--- config.mk ---
export PLATFORM = sky130hd
export DESIGN_NAME = threshold_overflow_alert_bank
export DESIGN_NICKNAME = d
export VERILOG_FILES = /design/src/common/alert_bank_pkg.sv /design/src/verilog/alert_persist.sv /design/src/verilog/threshold_overflow_alert_bank.sv
export SDC_FILE = /design/constraint.sdc
export NUM_CORES = 2
export LEC_CHECK = 0
export BUFFER_PORTS_ARGS = -buffer_cell sky130_fd_sc_hd__buf_2
export CORE_UTILIZATION = 40
export CTS_CLUSTER_DIAMETER = 200
export DETAILED_ROUTE_END_ITERATION = 8
export PLACE_DENSITY_LB_ADDON = 0.2
export SLEW_MARGIN = 10
export SYNTH_ARGS = -nofsm -noshare
export SYNTH_HDL_FRONTEND = slang
export SYNTH_SLANG_ARGS = --single-unit
export TNS_END_PERCENT = 100
--- constraint.sdc ---
create_clock -name sys_clk -period 6 [get_ports sys_clk]
set_input_delay 0 -clock sys_clk [delete_from_list [all_inputs] [get_ports sys_clk]]
set_output_delay 0 -clock sys_clk [all_outputs]
set_load 0.005 [all_outputs]
--- src/common/alert_bank_pkg.sv ---
// Constants for the threshold and overflow alert register bank.
// Assumes a 200 MHz system clock and byte-wide register access.
package alert_bank_pkg;

  // ==========================================================================
  // Register offsets
  localparam logic [7:0] ADDR_VOLTAGE_TEMP     = 8'h81;
  localparam logic [7:0] ADDR_CURRENT_POWER    = 8'h82;
  localparam logic [7:0] ADDR_CHARGE           = 8'h83;
  localparam logic [7:0] ADDR_ENERGY           = 8'h84;
  localparam logic [7:0] ADDR_ACC_OVERFLOW     = 8'h85;
  localparam logic [7:0] ADDR_TIME             = 8'h86;
  localparam logic [7:0] ADDR_SUPPLY_OVERCUR   = 8'h87;
  localparam int         NUM_ALERT_REGS        = 7;
  localparam logic [7:0] ALERT_RESET_VALUE     = 8'h00;

  // ==========================================================================
  // Implemented bits per register; unlisted bits read as zero
  localparam logic [7:0] MASK_VOLTAGE_TEMP     = 8'hff;
  localparam logic [7:0] MASK_CURRENT_POWER    = 8'hff;
  localparam logic [7:0] MASK_CHARGE           = 8'h3f;
  localparam logic [7:0] MASK_ENERGY           = 8'hcf;
  localparam logic [7:0] MASK_ACC_OVERFLOW     = 8'hb7;
  localparam logic [7:0] MASK_TIME             = 8'hff;
  localparam logic [7:0] MASK_SUPPLY_OVERCUR   = 8'h0f;

  // ==========================================================================
  // Field positions
  localparam int BIT_OVERCURRENT_ONE = 2;
  localparam int BIT_OVERCURRENT_TWO = 3;
  localparam int TIME_OVF_BASE       = 4;

  // ==========================================================================
  // Accumulator guard levels, nominally 90 percent of full scale
  localparam logic [31:0] TIME_GUARD_LSB   = 32'd3865470565;
  localparam logic [47:0] ACCUM_GUARD_LSB  = 48'd126663739519794;

  // ==========================================================================
  // Persistence time before an alert is reported
  localparam longint PERSIST_TIME_MS  = 200;
  localparam longint CLOCK_HZ         = 200_000_000;
  localparam longint PERSIST_CYCLES   = (PERSIST_TIME_MS * CLOCK_HZ) / 1000;

endpackage : alert_bank_pkg

--- src/verilog/alert_persist.sv ---
// One persistence filter per alert source: a condition must hold for
// HOLD_CYCLES consecutive cycles before the qualified output goes high; it stays high while the condition holds.
// Assumes conditions synchronous to sys_clk.
`timescale 1ns/1ps
module alert_persist import alert_bank_pkg::*; #(
  parameter int WIDTH       = 8,
  parameter int HOLD_CYCLES = 40_000_000,
  parameter int CNT_W       = 26
) (
  input  wire logic             sys_clk,
  input  wire logic             reset_n,
  input  wire logic [WIDTH-1:0] cond,
  output logic      [WIDTH-1:0] qualified
);

  genvar g;
  generate
    for (g = 0; g < WIDTH; g++) begin : g_ch
      typedef struct packed {
        logic [CNT_W-1:0] count;
        logic             hit;
      } persist_state_t;
      persist_state_t st_ff;
      persist_state_t nxt_st;

      always_comb begin
        nxt_st = st_ff;
        // Any drop of the condition restarts the count
        if (!cond[g]) begin
          nxt_st.count = '0;
          nxt_st.hit   = 1'b0;
        end else if (st_ff.count < CNT_W'(HOLD_CYCLES - 1)) begin
          nxt_st.count = st_ff.count + CNT_W'(1);
          nxt_st.hit   = 1'b0;
        end else begin
          nxt_st.hit   = 1'b1;
        end
      end

      always_ff @(posedge sys_clk or negedge reset_n) begin
        if (!reset_n) begin
          st_ff <= '0;
        end else begin
          st_ff <= nxt_st;
        end
      end

      // A condition present in the qualifying cycle still counts
      assign qualified[g] = st_ff.hit & cond[g];
    end
  endgenerate

endmodule : alert_persist

--- src/verilog/threshold_overflow_alert_bank.sv ---
// Sticky threshold, overflow, supply and overcurrent alert registers.
// Assumes compare results arrive from the measurement datapath, the host
// reaches registers through a byte-wide read/write port, all inputs are
// synchronous to sys_clk.
`timescale 1ns/1ps
module threshold_overflow_alert_bank import alert_bank_pkg::*; #(
  parameter int PERSIST_HOLD = int'(PERSIST_CYCLES),
  parameter int PERSIST_W    = 26,
  parameter int HB_HALF      = 250
) (
  input  wire logic        sys_clk,
  input  wire logic        reset_n,
  // Register port
  input  wire logic [7:0]  reg_addr,
  input  wire logic        reg_wr,
  input  wire logic [7:0]  reg_wdata,
  input  wire logic        reg_rd,
  output logic      [7:0]  reg_rdata,
  // Memory lock from the lock control register
  input  wire logic        memory_locked,
  // Threshold compare results from the datapath
  input  wire logic [7:0]  voltage_temp_cmp,
  input  wire logic [7:0]  current_power_cmp,
  input  wire logic [5:0]  charge_cmp,
  input  wire logic [7:0]  energy_cmp,
  input  wire logic [3:0]  time_threshold_cmp,
  input  wire logic [1:0]  supply_cmp,
  // Accumulator values for guard comparison
  input  wire logic [47:0] charge_acc_1,
  input  wire logic [47:0] charge_acc_2,
  input  wire logic [47:0] charge_acc_3,
  input  wire logic [47:0] energy_acc_1,
  input  wire logic [47:0] energy_acc_2,
  input  wire logic [47:0] energy_acc_4,
  input  wire logic [31:0] time_acc_1,
  input  wire logic [31:0] time_acc_2,
  input  wire logic [31:0] time_acc_3,
  input  wire logic [31:0] time_acc_4,
  // Deglitched overcurrent comparator outputs
  input  wire logic        overcurrent_comparator_one,
  input  wire logic        overcurrent_comparator_two,
  input  wire logic        heartbeat_enable,
  output logic             fifth_general_pin,
  output logic             overflow_alert
);

  // ==========================================================================
  // Guard comparisons
  function automatic logic over_guard48(input logic [47:0] v);
    logic [47:0] mag;
    mag = v[47] ? (~v + 48'h0000_0000_0001) : v;
    over_guard48 = (mag >= ACCUM_GUARD_LSB);
  endfunction : over_guard48

  logic [5:0] acc_ovf_raw;
  logic [3:0] time_ovf_raw;

  // Exact integer compares, both signs for 48-bit quantities
  assign acc_ovf_raw[0] = over_guard48(charge_acc_1);
  assign acc_ovf_raw[1] = over_guard48(charge_acc_2);
  assign acc_ovf_raw[2] = over_guard48(charge_acc_3);
  assign acc_ovf_raw[3] = over_guard48(energy_acc_1);
  assign acc_ovf_raw[4] = over_guard48(energy_acc_2);
  assign acc_ovf_raw[5] = over_guard48(energy_acc_4);
  assign time_ovf_raw[0] = (time_acc_1 >= TIME_GUARD_LSB);
  assign time_ovf_raw[1] = (time_acc_2 >= TIME_GUARD_LSB);
  assign time_ovf_raw[2] = (time_acc_3 >= TIME_GUARD_LSB);
  assign time_ovf_raw[3] = (time_acc_4 >= TIME_GUARD_LSB);

  // ==========================================================================
  // Bit placement of raw conditions into register images
  logic [7:0] raw_img [NUM_ALERT_REGS];
  always_comb begin
    raw_img[0] = voltage_temp_cmp;
    raw_img[1] = current_power_cmp;
    raw_img[2] = {2'b00, charge_cmp};
    raw_img[3] = {energy_cmp[7:6], 2'b00, energy_cmp[3:0]} & MASK_ENERGY;
    raw_img[4] = {acc_ovf_raw[5], 1'b0, acc_ovf_raw[4:3], 1'b0,
                  acc_ovf_raw[2:0]};
    raw_img[5] = {time_ovf_raw, time_threshold_cmp};
    raw_img[6] = {6'b00_0000, supply_cmp};
  end

  // ==========================================================================
  // Persistence filter on every slow alert source
  localparam int NRAW = NUM_ALERT_REGS * 8;
  logic [NRAW-1:0] raw_flat;
  logic [NRAW-1:0] qual_flat;

  genvar r;
  generate
    for (r = 0; r < NUM_ALERT_REGS; r++) begin : g_flat
      assign raw_flat[r*8 +: 8] = raw_img[r];
    end
  endgenerate

  alert_persist #(
    .WIDTH       (NRAW),
    .HOLD_CYCLES (PERSIST_HOLD),
    .CNT_W       (PERSIST_W)
  ) u_persist (
    .sys_clk   (sys_clk),
    .reset_n   (reset_n),
    .cond      (raw_flat),
    .qualified (qual_flat)
  );

  // ==========================================================================
  // State
  typedef enum logic [2:0] {
    HB_RUN     = 3'b001,
    HB_STOPPED = 3'b010,
    HB_WAIT    = 3'b100
  } hb_state_t;

  typedef struct packed {
    logic [NUM_ALERT_REGS*8-1:0] alerts;
    logic [7:0]                  rdata;
    hb_state_t                   hb;
    logic [15:0]                 hb_cnt;
    logic                        hb_level;
  } bank_state_t;

  bank_state_t st_ff;
  bank_state_t nxt_st;

  logic [7:0] reg_mask [NUM_ALERT_REGS];
  assign reg_mask[0] = MASK_VOLTAGE_TEMP;
  assign reg_mask[1] = MASK_CURRENT_POWER;
  assign reg_mask[2] = MASK_CHARGE;
  assign reg_mask[3] = MASK_ENERGY;
  assign reg_mask[4] = MASK_ACC_OVERFLOW;
  assign reg_mask[5] = MASK_TIME;
  assign reg_mask[6] = MASK_SUPPLY_OVERCUR;

  logic       addr_hit;
  logic [2:0] addr_idx;
  logic [7:0] addr_off;
  assign addr_off = reg_addr - ADDR_VOLTAGE_TEMP;
  assign addr_hit = (reg_addr >= ADDR_VOLTAGE_TEMP) && (reg_addr <= ADDR_SUPPLY_OVERCUR);
  assign addr_idx = addr_off[2:0];

  logic [7:0] fast_set;
  logic       oc_pending;
  assign fast_set = {4'h0, overcurrent_comparator_two, overcurrent_comparator_one, 2'b00};
  assign oc_pending = st_ff.alerts[6*8 + BIT_OVERCURRENT_ONE]
                    | st_ff.alerts[6*8 + BIT_OVERCURRENT_TWO];

  always_comb begin
    logic [7:0] cur;
    logic [7:0] set_bits;
    cur      = '0;
    set_bits = '0;
    nxt_st   = st_ff;
    for (int i = 0; i < NUM_ALERT_REGS; i++) begin
      cur      = st_ff.alerts[i*8 +: 8];
      set_bits = qual_flat[i*8 +: 8];
      // Overcurrent bits bypass the slow filter
      if (i == NUM_ALERT_REGS - 1) begin
        set_bits = set_bits | fast_set;
      end
      if (reg_wr && addr_hit && (addr_idx == 3'(i))) begin
        cur = reg_wdata;
      end
      // Set wins over a same-cycle write; no hardware clear path exists
      nxt_st.alerts[i*8 +: 8] = (cur | set_bits) & reg_mask[i];
    end
    if (reg_rd) begin
      nxt_st.rdata = addr_hit ? st_ff.alerts[addr_idx*8 +: 8] : 8'h00;
    end
    // Heartbeat divider
    if (st_ff.hb_cnt == 16'(HB_HALF - 1)) begin
      nxt_st.hb_cnt = '0;
    end else begin
      nxt_st.hb_cnt = st_ff.hb_cnt + 16'h0001;
    end
    case (st_ff.hb)
      HB_RUN: begin
        if (st_ff.hb_cnt == 16'(HB_HALF - 1)) begin
          nxt_st.hb_level = ~st_ff.hb_level;
        end
        if (overcurrent_comparator_one || overcurrent_comparator_two || oc_pending) begin
          nxt_st.hb       = HB_STOPPED;
          nxt_st.hb_level = 1'b0;
        end
      end
      HB_STOPPED: begin
        nxt_st.hb_level = 1'b0;
        if (!oc_pending && !overcurrent_comparator_one && !overcurrent_comparator_two) begin
          nxt_st.hb = HB_WAIT;
        end
      end
      HB_WAIT: begin
        nxt_st.hb_level = 1'b0;
        if (oc_pending || overcurrent_comparator_one || overcurrent_comparator_two) begin
          nxt_st.hb = HB_STOPPED;
        end else if (!memory_locked) begin
          nxt_st.hb = HB_RUN;
        end
      end
      default: begin
        nxt_st.hb = HB_STOPPED;
      end
    endcase
  end

  always_ff @(posedge sys_clk or negedge reset_n) begin
    if (!reset_n) begin
      st_ff          <= '0;
      st_ff.hb       <= HB_RUN;
    end else begin
      st_ff <= nxt_st;
    end
  end

  assign reg_rdata         = st_ff.rdata;
  assign fifth_general_pin = heartbeat_enable & st_ff.hb_level;
  assign overflow_alert    = |st_ff.alerts[4*8 +: 8] | |st_ff.alerts[5*8 + TIME_OVF_BASE +: 4];

  // ==========================================================================
  // Assertions
  a_sticky_no_clear: assert property (
    @(posedge sys_clk) disable iff (!reset_n)
    !(reg_wr && addr_hit) |=> ((st_ff.alerts & $past(st_ff.alerts)) == $past(st_ff.alerts)))
    else $error("alert bit cleared without write");

  a_write_loads: assert property (
    @(posedge sys_clk) disable iff (!reset_n)
    (reg_wr && addr_hit && addr_idx == 3'd0 && voltage_temp_cmp == 8'h00)
    |=> ((st_ff.alerts[7:0] & ~$past(qual_flat[7:0])) == $past(reg_wdata)))
    else $error("write did not load value");

  a_set_beats_write: assert property (
    @(posedge sys_clk) disable iff (!reset_n)
    (reg_wr && addr_hit && addr_idx == 3'd6 && overcurrent_comparator_one)
    |=> st_ff.alerts[6*8 + BIT_OVERCURRENT_ONE])
    else $error("overcurrent lost on write");

  a_fast_overcur: assert property (
    @(posedge sys_clk) disable iff (!reset_n)
    overcurrent_comparator_two |=> st_ff.alerts[6*8 + BIT_OVERCURRENT_TWO])
    else $error("overcurrent not flagged in one cycle");

  a_heartbeat_stop: assert property (
    @(posedge sys_clk) disable iff (!reset_n)
    overcurrent_comparator_one |=> ##1 (st_ff.hb == HB_STOPPED && !fifth_general_pin))
    else $error("heartbeat not stopped");

  a_heartbeat_resume: assert property (
    @(posedge sys_clk) disable iff (!reset_n)
    (st_ff.hb == HB_WAIT && !memory_locked && !oc_pending
     && !overcurrent_comparator_one && !overcurrent_comparator_two)
    |=> st_ff.hb == HB_RUN)
    else $error("heartbeat did not resume");

  a_no_resume_locked: assert property (
    @(posedge sys_clk) disable iff (!reset_n)
    (st_ff.hb != HB_RUN && memory_locked) |=> st_ff.hb != HB_RUN)
    else $error("heartbeat resumed under lock");

  a_persist_gate: assert property (
    @(posedge sys_clk) disable iff (!reset_n)
    (!supply_cmp[0] ##1 !st_ff.alerts[6*8] && !(reg_wr && addr_hit)) |=> !st_ff.alerts[6*8])
    else $error("supply alert set without persistence");

  a_time_guard: assert property (
    @(posedge sys_clk) disable iff (!reset_n)
    raw_flat[5*8 + TIME_OVF_BASE] == (time_acc_1 >= TIME_GUARD_LSB))
    else $error("time guard compare wrong");

  a_reserved_zero: assert property (
    @(posedge sys_clk) disable iff (!reset_n)
    (st_ff.alerts[2*8 +: 8] & ~MASK_CHARGE) == 8'h00 && st_ff.alerts[4*8 + 3] == 1'b0)
    else $error("reserved bit set");

  a_unmapped_read_zero: assert property (
    @(posedge sys_clk) disable iff (!reset_n)
    (reg_rd && !addr_hit) |=> reg_rdata == 8'h00)
    else $error("unmapped read not zero");

  a_unmapped_write_ignored: assert property (
    @(posedge sys_clk) disable iff (!reset_n)
    (reg_wr && !addr_hit && fast_set == 8'h00 && qual_flat == '0)
    |=> st_ff.alerts == $past(st_ff.alerts))
    else $error("unmapped write changed alerts");

  a_time_read: assert property (
    @(posedge sys_clk) disable iff (!reset_n)
    (reg_rd && reg_addr == ADDR_TIME)
    |=> reg_rdata == $past(st_ff.alerts[5*8 +: 8]))
    else $error("time register read wrong");

  a_energy_gap_zero: assert property (
    @(posedge sys_clk) disable iff (!reset_n)
    st_ff.alerts[3*8 + 4 +: 2] == 2'b00)
    else $error("energy gap bits set");

  a_supply_upper_zero: assert property (
    @(posedge sys_clk) disable iff (!reset_n)
    st_ff.alerts[6*8 + 4 +: 4] == 4'h0)
    else $error("supply upper bits set");

  a_overflow_bit_set: assert property (
    @(posedge sys_clk) disable iff (!reset_n)
    qual_flat[4*8 + 7] |=> st_ff.alerts[4*8 + 7])
    else $error("energy four overflow not flagged");

  a_time_overflow_set: assert property (
    @(posedge sys_clk) disable iff (!reset_n)
    qual_flat[5*8 + TIME_OVF_BASE] |=> st_ff.alerts[5*8 + TIME_OVF_BASE])
    else $error("time one overflow not flagged");

  a_guard_negative: assert property (
    @(posedge sys_clk) disable iff (!reset_n)
    (charge_acc_2[47] && ((48'h0000_0000_0000 - charge_acc_2) >= ACCUM_GUARD_LSB))
    |-> raw_flat[4*8 + 1])
    else $error("negative guard crossing missed");

  a_overflow_output: assert property (
    @(posedge sys_clk) disable iff (!reset_n)
    (st_ff.alerts[4*8 +: 8] != 8'h00) |-> overflow_alert)
    else $error("overflow alert output low");

  a_pin_toggles: assert property (
    @(posedge sys_clk) disable iff (!reset_n)
    (st_ff.hb == HB_RUN && st_ff.hb_cnt == 16'(HB_HALF - 1) && !oc_pending
     && !overcurrent_comparator_one && !overcurrent_comparator_two)
    |=> st_ff.hb_level != $past(st_ff.hb_level))
    else $error("heartbeat did not toggle");

endmodule : threshold_overflow_alert_bank

# == After elaboration in Yosys (flattened, before gate mapping) ==
# Cells that the tools add are included.
# classes
add_sub_neg,52
n_lt_le_gt_ge,56
eq_ne,58
shift,1
n_mux,155
n_bitwise,62
reduce_logical,25
# ops
op,count
$mux 27,44
$add 26x1->26 const B,44
$lt 26x26->1 const B,44
$mux 26,44
$add 48x1->48 const B,6
$ge 48x47->1 const B,6
$mux 48,6
$not 48->48,6
$ge 32x32->1 const B,4
$ne 2x1->1 const B,34
$shiftx 56x7->8,1
$mux 8,6
$mux 1,46
$and 1x1->1,45
$or 8x8->8,5
$ne 2x2->1 const B,12
$add 16x1->16 const B,1
$eq 16x8->1 const B,1
$mux 16,1
$eq 3x3->1 const B,4
$mux 3,4
$logic_and 1x1->1,11
$eq 3x2->1 const B,3
$pmux 3 s3,1
22 further kinds,30
# word_totals
register_bits,1262
inputBits,476
word_cells,502

# == Longest topological paths before layout ==
# logic_depth
depth_word,6
ltp_mapped,14
depth_no_buf,11

# == Hierarchy ==
# Synthesis repeated with hierarchy kept, for this count alone.
# hier_totals
cells_unflattened,10937
area_unflattened_um2,96437.5
# by_module_without_submodules
module,instances,cells_each,area_each_um2
alert_persist,1,9107,83732.8
threshold_overflow_alert_bank,1,1830,12704.7

# == Worst setup path before layout ==
# OpenSTA, ideal clock, no wires.
# synth_timing
path_kind,reg-to-reg
startpoint,register u_persist.g_ch[48].st_ff[12] (netlist bit)
endpoint,register u_persist.g_ch[48].st_ff[19] (netlist bit)
setup_time_ns,0.119
arrival_ns,3.031
required_ns,5.881
path_slack_ns,2.850
path_stages_with_launch,11
n_path_buf,1
synth_period_minus_slack_ns,3.150
cell_sequence,dfrtp_1 -> clkbuf_1 -> a31o_2 -> a211o_1 -> a21bo_2 -> a2111oi_0 -> nor2_1 -> nor4_1 -> nand4_1 -> xnor2_1 -> and2_1
# synth_via
elab_chain_cells,3
elab_cells_between_ends,5
classes_between,add/sub (1); order compare (1); eq/ne (1); mux (2)
# synth_rtl
element,line_no,source
"start, declared",alert_persist.sv:23,persist_state_t st_ff;
"start signal, assigned",alert_persist.sv:44,st_ff <= nxt_st;
$add 26x1->26,alert_persist.sv:33,nxt_st.count = st_ff.count + CNT_W'(1);
$mux 26,alert_persist.sv:32,end else if (st_ff.count < CNT_W'(HOLD_CYCLES - 1)) begin
$mux 27,alert_persist.sv:29,if (!cond[g]) begin
# Parallel ways exist; a longest one is shown, timed or not. The select of a mux whose other input is x is not followed.
# A chain may end at the register's enable or synchronous reset.

==> out/qor.yml <==
tns_ns: 0
gp_congestion: 0.899
layout.nets: 9368
htreeDepth: 4
fmax_mhz: 223
area.growth.synth_to_final_pct: 15.3
cts-root-buf: "clkbuf_16"
routed_wl_um: 188000
drc: 0
start_util_pct: 40.5
clkTransAtPathRegs_ns: 0.05
place_ws_ns: 1.44
worstHoldPathType: "input port to asynchronous set/reset pin"
crit_path_start_kind: "input port"
portBuffers: 483
status: "finished clean"
ant_nets: 0
synth.area.top_cells: "dfrtp_1 42%, xnor2_1 6.9%, and2_1 5.4%"
power.leakage_nw: 36.6
cp_common_cell: "dlygate4sd3_1"
post-route-period-util_pct: 74.8
rsz0062_at_grt: "false"
final_common_cell: "dfrtp_1"
die_h_um: 433
cts_tree: "done"
async_flop_share_pct: 100
slew_headroom_pct: 21.7
first_pass_iters: 5
avgRoutedWirePerCell_um: 16.4
cp_max_fo: 6
synthFlopType: "dfrtp_1"
yosysUniqueCellTypes: 114
crit_type: "input port to register"
worst_pin_slew_ns: 1.17
design_area_um2: 85800
path_buf_inv: 6
yosysTopAreaCell: "dfrtp_1"
synth_edf_count: 0
grt_first_pass_wirelength_um: 311000
vias: 62300
crit_family: "buffers and inverters"
die_w_um: 433
cts_sinks: 1262
ys_ff_latch: 1262
required_ns: 6.69
skew_ns: 0.0240
synth_top_area_share_pct: 42.4
hpwl_um: 132000
min_period_ns: 4.49
dieArea_um2: 188000
report.final.slew_viol_count: 0
grt_pass1_vias: 60500
overflow: 0
powerDensity_nw_per_um2: 228
worstSetupEndpointType: "register"
post_dp_cell_area_um2: 79400
setup_viol_count_final: 0
layout-drive-gt1-share_pct: 10.4
ys_warn_count: 0
antenna_found_initial: 53
drt_iter0_drc: 4116
rows: 157
maxCapViolations: 0
pin_count: 486
clk_latency_ns: 0.77
core-area_um2: 184000
hold_violations: 0
fin_total_pwr_mw: 19.6
yosysSeqAreaShare_pct: 42.4
irDropWorstVdd_v: 0.000217
cpPeakStageDelay_ns: 0.73
cp_cell_sequence: "buf_2 > inv_1 > ha_1 > or3b_2 > nor3_1 > nand4_1 > xnor2_1 > o31ai_1 > a32oi_1 > dlygate4sd3_1 > nand2_1 > dlygate4sd3_1 > nand4_1 > dlygate4sd3_1 > nand3_1 > dlygate4sd3_1"
synth_cells: 8311
rrSetupSlack_ns: 1.96
vias_per_cell: 5.45
cp_slowest_cell: "nor3_1"
cts_buffers: 148
clock_path_buffers: 3
grt_max_degree: 166
worstPathArrival_ns: 5.18
avgSynthCellArea_um2: 8.96
synth.cell_area_um2: 74500
syn_nets: 8844
final_cell_mix: "1,261 x dfrtp_1, 820 x nand2_1, 690 x nor2_1"
fin_ws_ns: 1.51
track_usage_pct: 19.8
cells in the mapped netlist, drive strengths merged, types with 18 or more instances:
master and number:
dfrtp 1261, nand2 821, nor2 692, and2 647, xnor2 585, nand3 488, xor2 403, a21oi 306
nand4 300, nor3 279, and3 256, o21ai 244, clkbuf 231, inv 201, or3 154, nor4 146
nor2b 106, a21boi 97, mux2i 84, a31oi 74, and4 70, or4 61, ha 57, buf 43
a2111oi 41, a211oi 40, o211ai 35, a41oi 34, nand2b 30, o31ai 30, a211o 27, o22ai 26
or2 26, nand3b 24, o21a 24, a31o 23, o32ai 23, mux2 22, nor4b 22, a32oi 19
o311ai 18
sequential cells by signal, indices dropped and copies added (netlist names):
register	flops
u_persist.g_ch.st_ff	1188
st_ff	66
reg_rdata	8
worst register-to-register path, delay by kind of cell, from the launching register on:
family / cells / cell delay (ns)
flip-flops: 1 / 0.45
AO/OA/AOI/OAI: 7 / 2.59
buffers and inverters: 1 / 0.56
AND/OR/NAND/NOR: 1 / 0.34
final cells by class:
| class | count | area (µm²) |
|---|---|---|
| Antenna cell | 13 | 32.5 |
| Inverter | 204 | 766 |
| Tap cell | 2464 | 3080 |
| Multi-Input combinational cell | 6570 | 41000 |
| Fill cell | 17700 | 98200 |
| Timing Repair Buffer | 649 | 4050 |
| Clock buffer | 205 | 4330 |
| Sequential cell | 1262 | 31600 |
| Clock inverter | 66 | 956 |
cell families (layout without fill, tap and decap cells):
kind of cell,Yosys count,after routing,synth area share [%]
compound gates,1239,1239,11.4
xor+xnor,988,988,11.6
fa+ha+maj,57,57,0.958
buf+inv,479,1124,2.53
flops,1262,1262,42.4
mux,109,109,1.55
other cells,0,13,0
simple gates,4177,4177,29.5
worst paths after layout:
check                                        startpoint                            to  cells past startpoint
hold reg to reg                               st_ff[16]                     st_ff[16]                      1
hold / removal                                  reset_n   u_persist.g_ch[34].st_ff[5]                      3
setup / recovery                        charge_acc_2[1]                     st_ff[61]                     16
min in group sys_clk                voltage_temp_cmp[7]   u_persist.g_ch[7].st_ff[24]                      3
max in group asynchronous                       reset_n   u_persist.g_ch[5].st_ff[16]                      4
setup reg to reg           u_persist.g_ch[34].st_ff[11]  u_persist.g_ch[34].st_ff[26]                      9
power breakdown:
group / switching (mW) / internal [mW] / total [mW]
combinational: 0.798 / 0.459 / 1.26
clock: 3.74 / 5.93 / 9.66
sequential: 0.0840 / 8.60 / 8.68
routing by layer:
metal | part of all wire [%] | vias to the layer above | GRT usage (%)
li1 | - | 30700 | -
met1 | 46 | 30200 | 26.3
met2 | 48 | 1039 | 33.6
met3 | 3.3 | 359 | 2.64
met4 | 2.6 | 18 | 5.75
met5 | 0.064 | - | 0
metrics by stage:
stage | hold slack (ns) | util (%) | std cells
2_1_floorplan | -0.296 | - | 8311
3_3_place_gp | 0.0329 | 43.1 | 11000
3_5_place_dp | 0.0449 | 43.1 | 11000
4_1_cts | 0.00918 | 46.6 | 11400
5_1_grt | 0.0542 | 46.6 | 11400
6_report | 0.0555 | 46.6 | 11400
timing repair:
action                                  in CTS  in global routing
hold buffers                               113                  0
gates resized for setup                      0                  0
endpoints found under the hold margin     1677                  0
endpoints found under the setup margin       0                  0
buffers inserted                             0                  0
(Power assumes the default switching activity.)
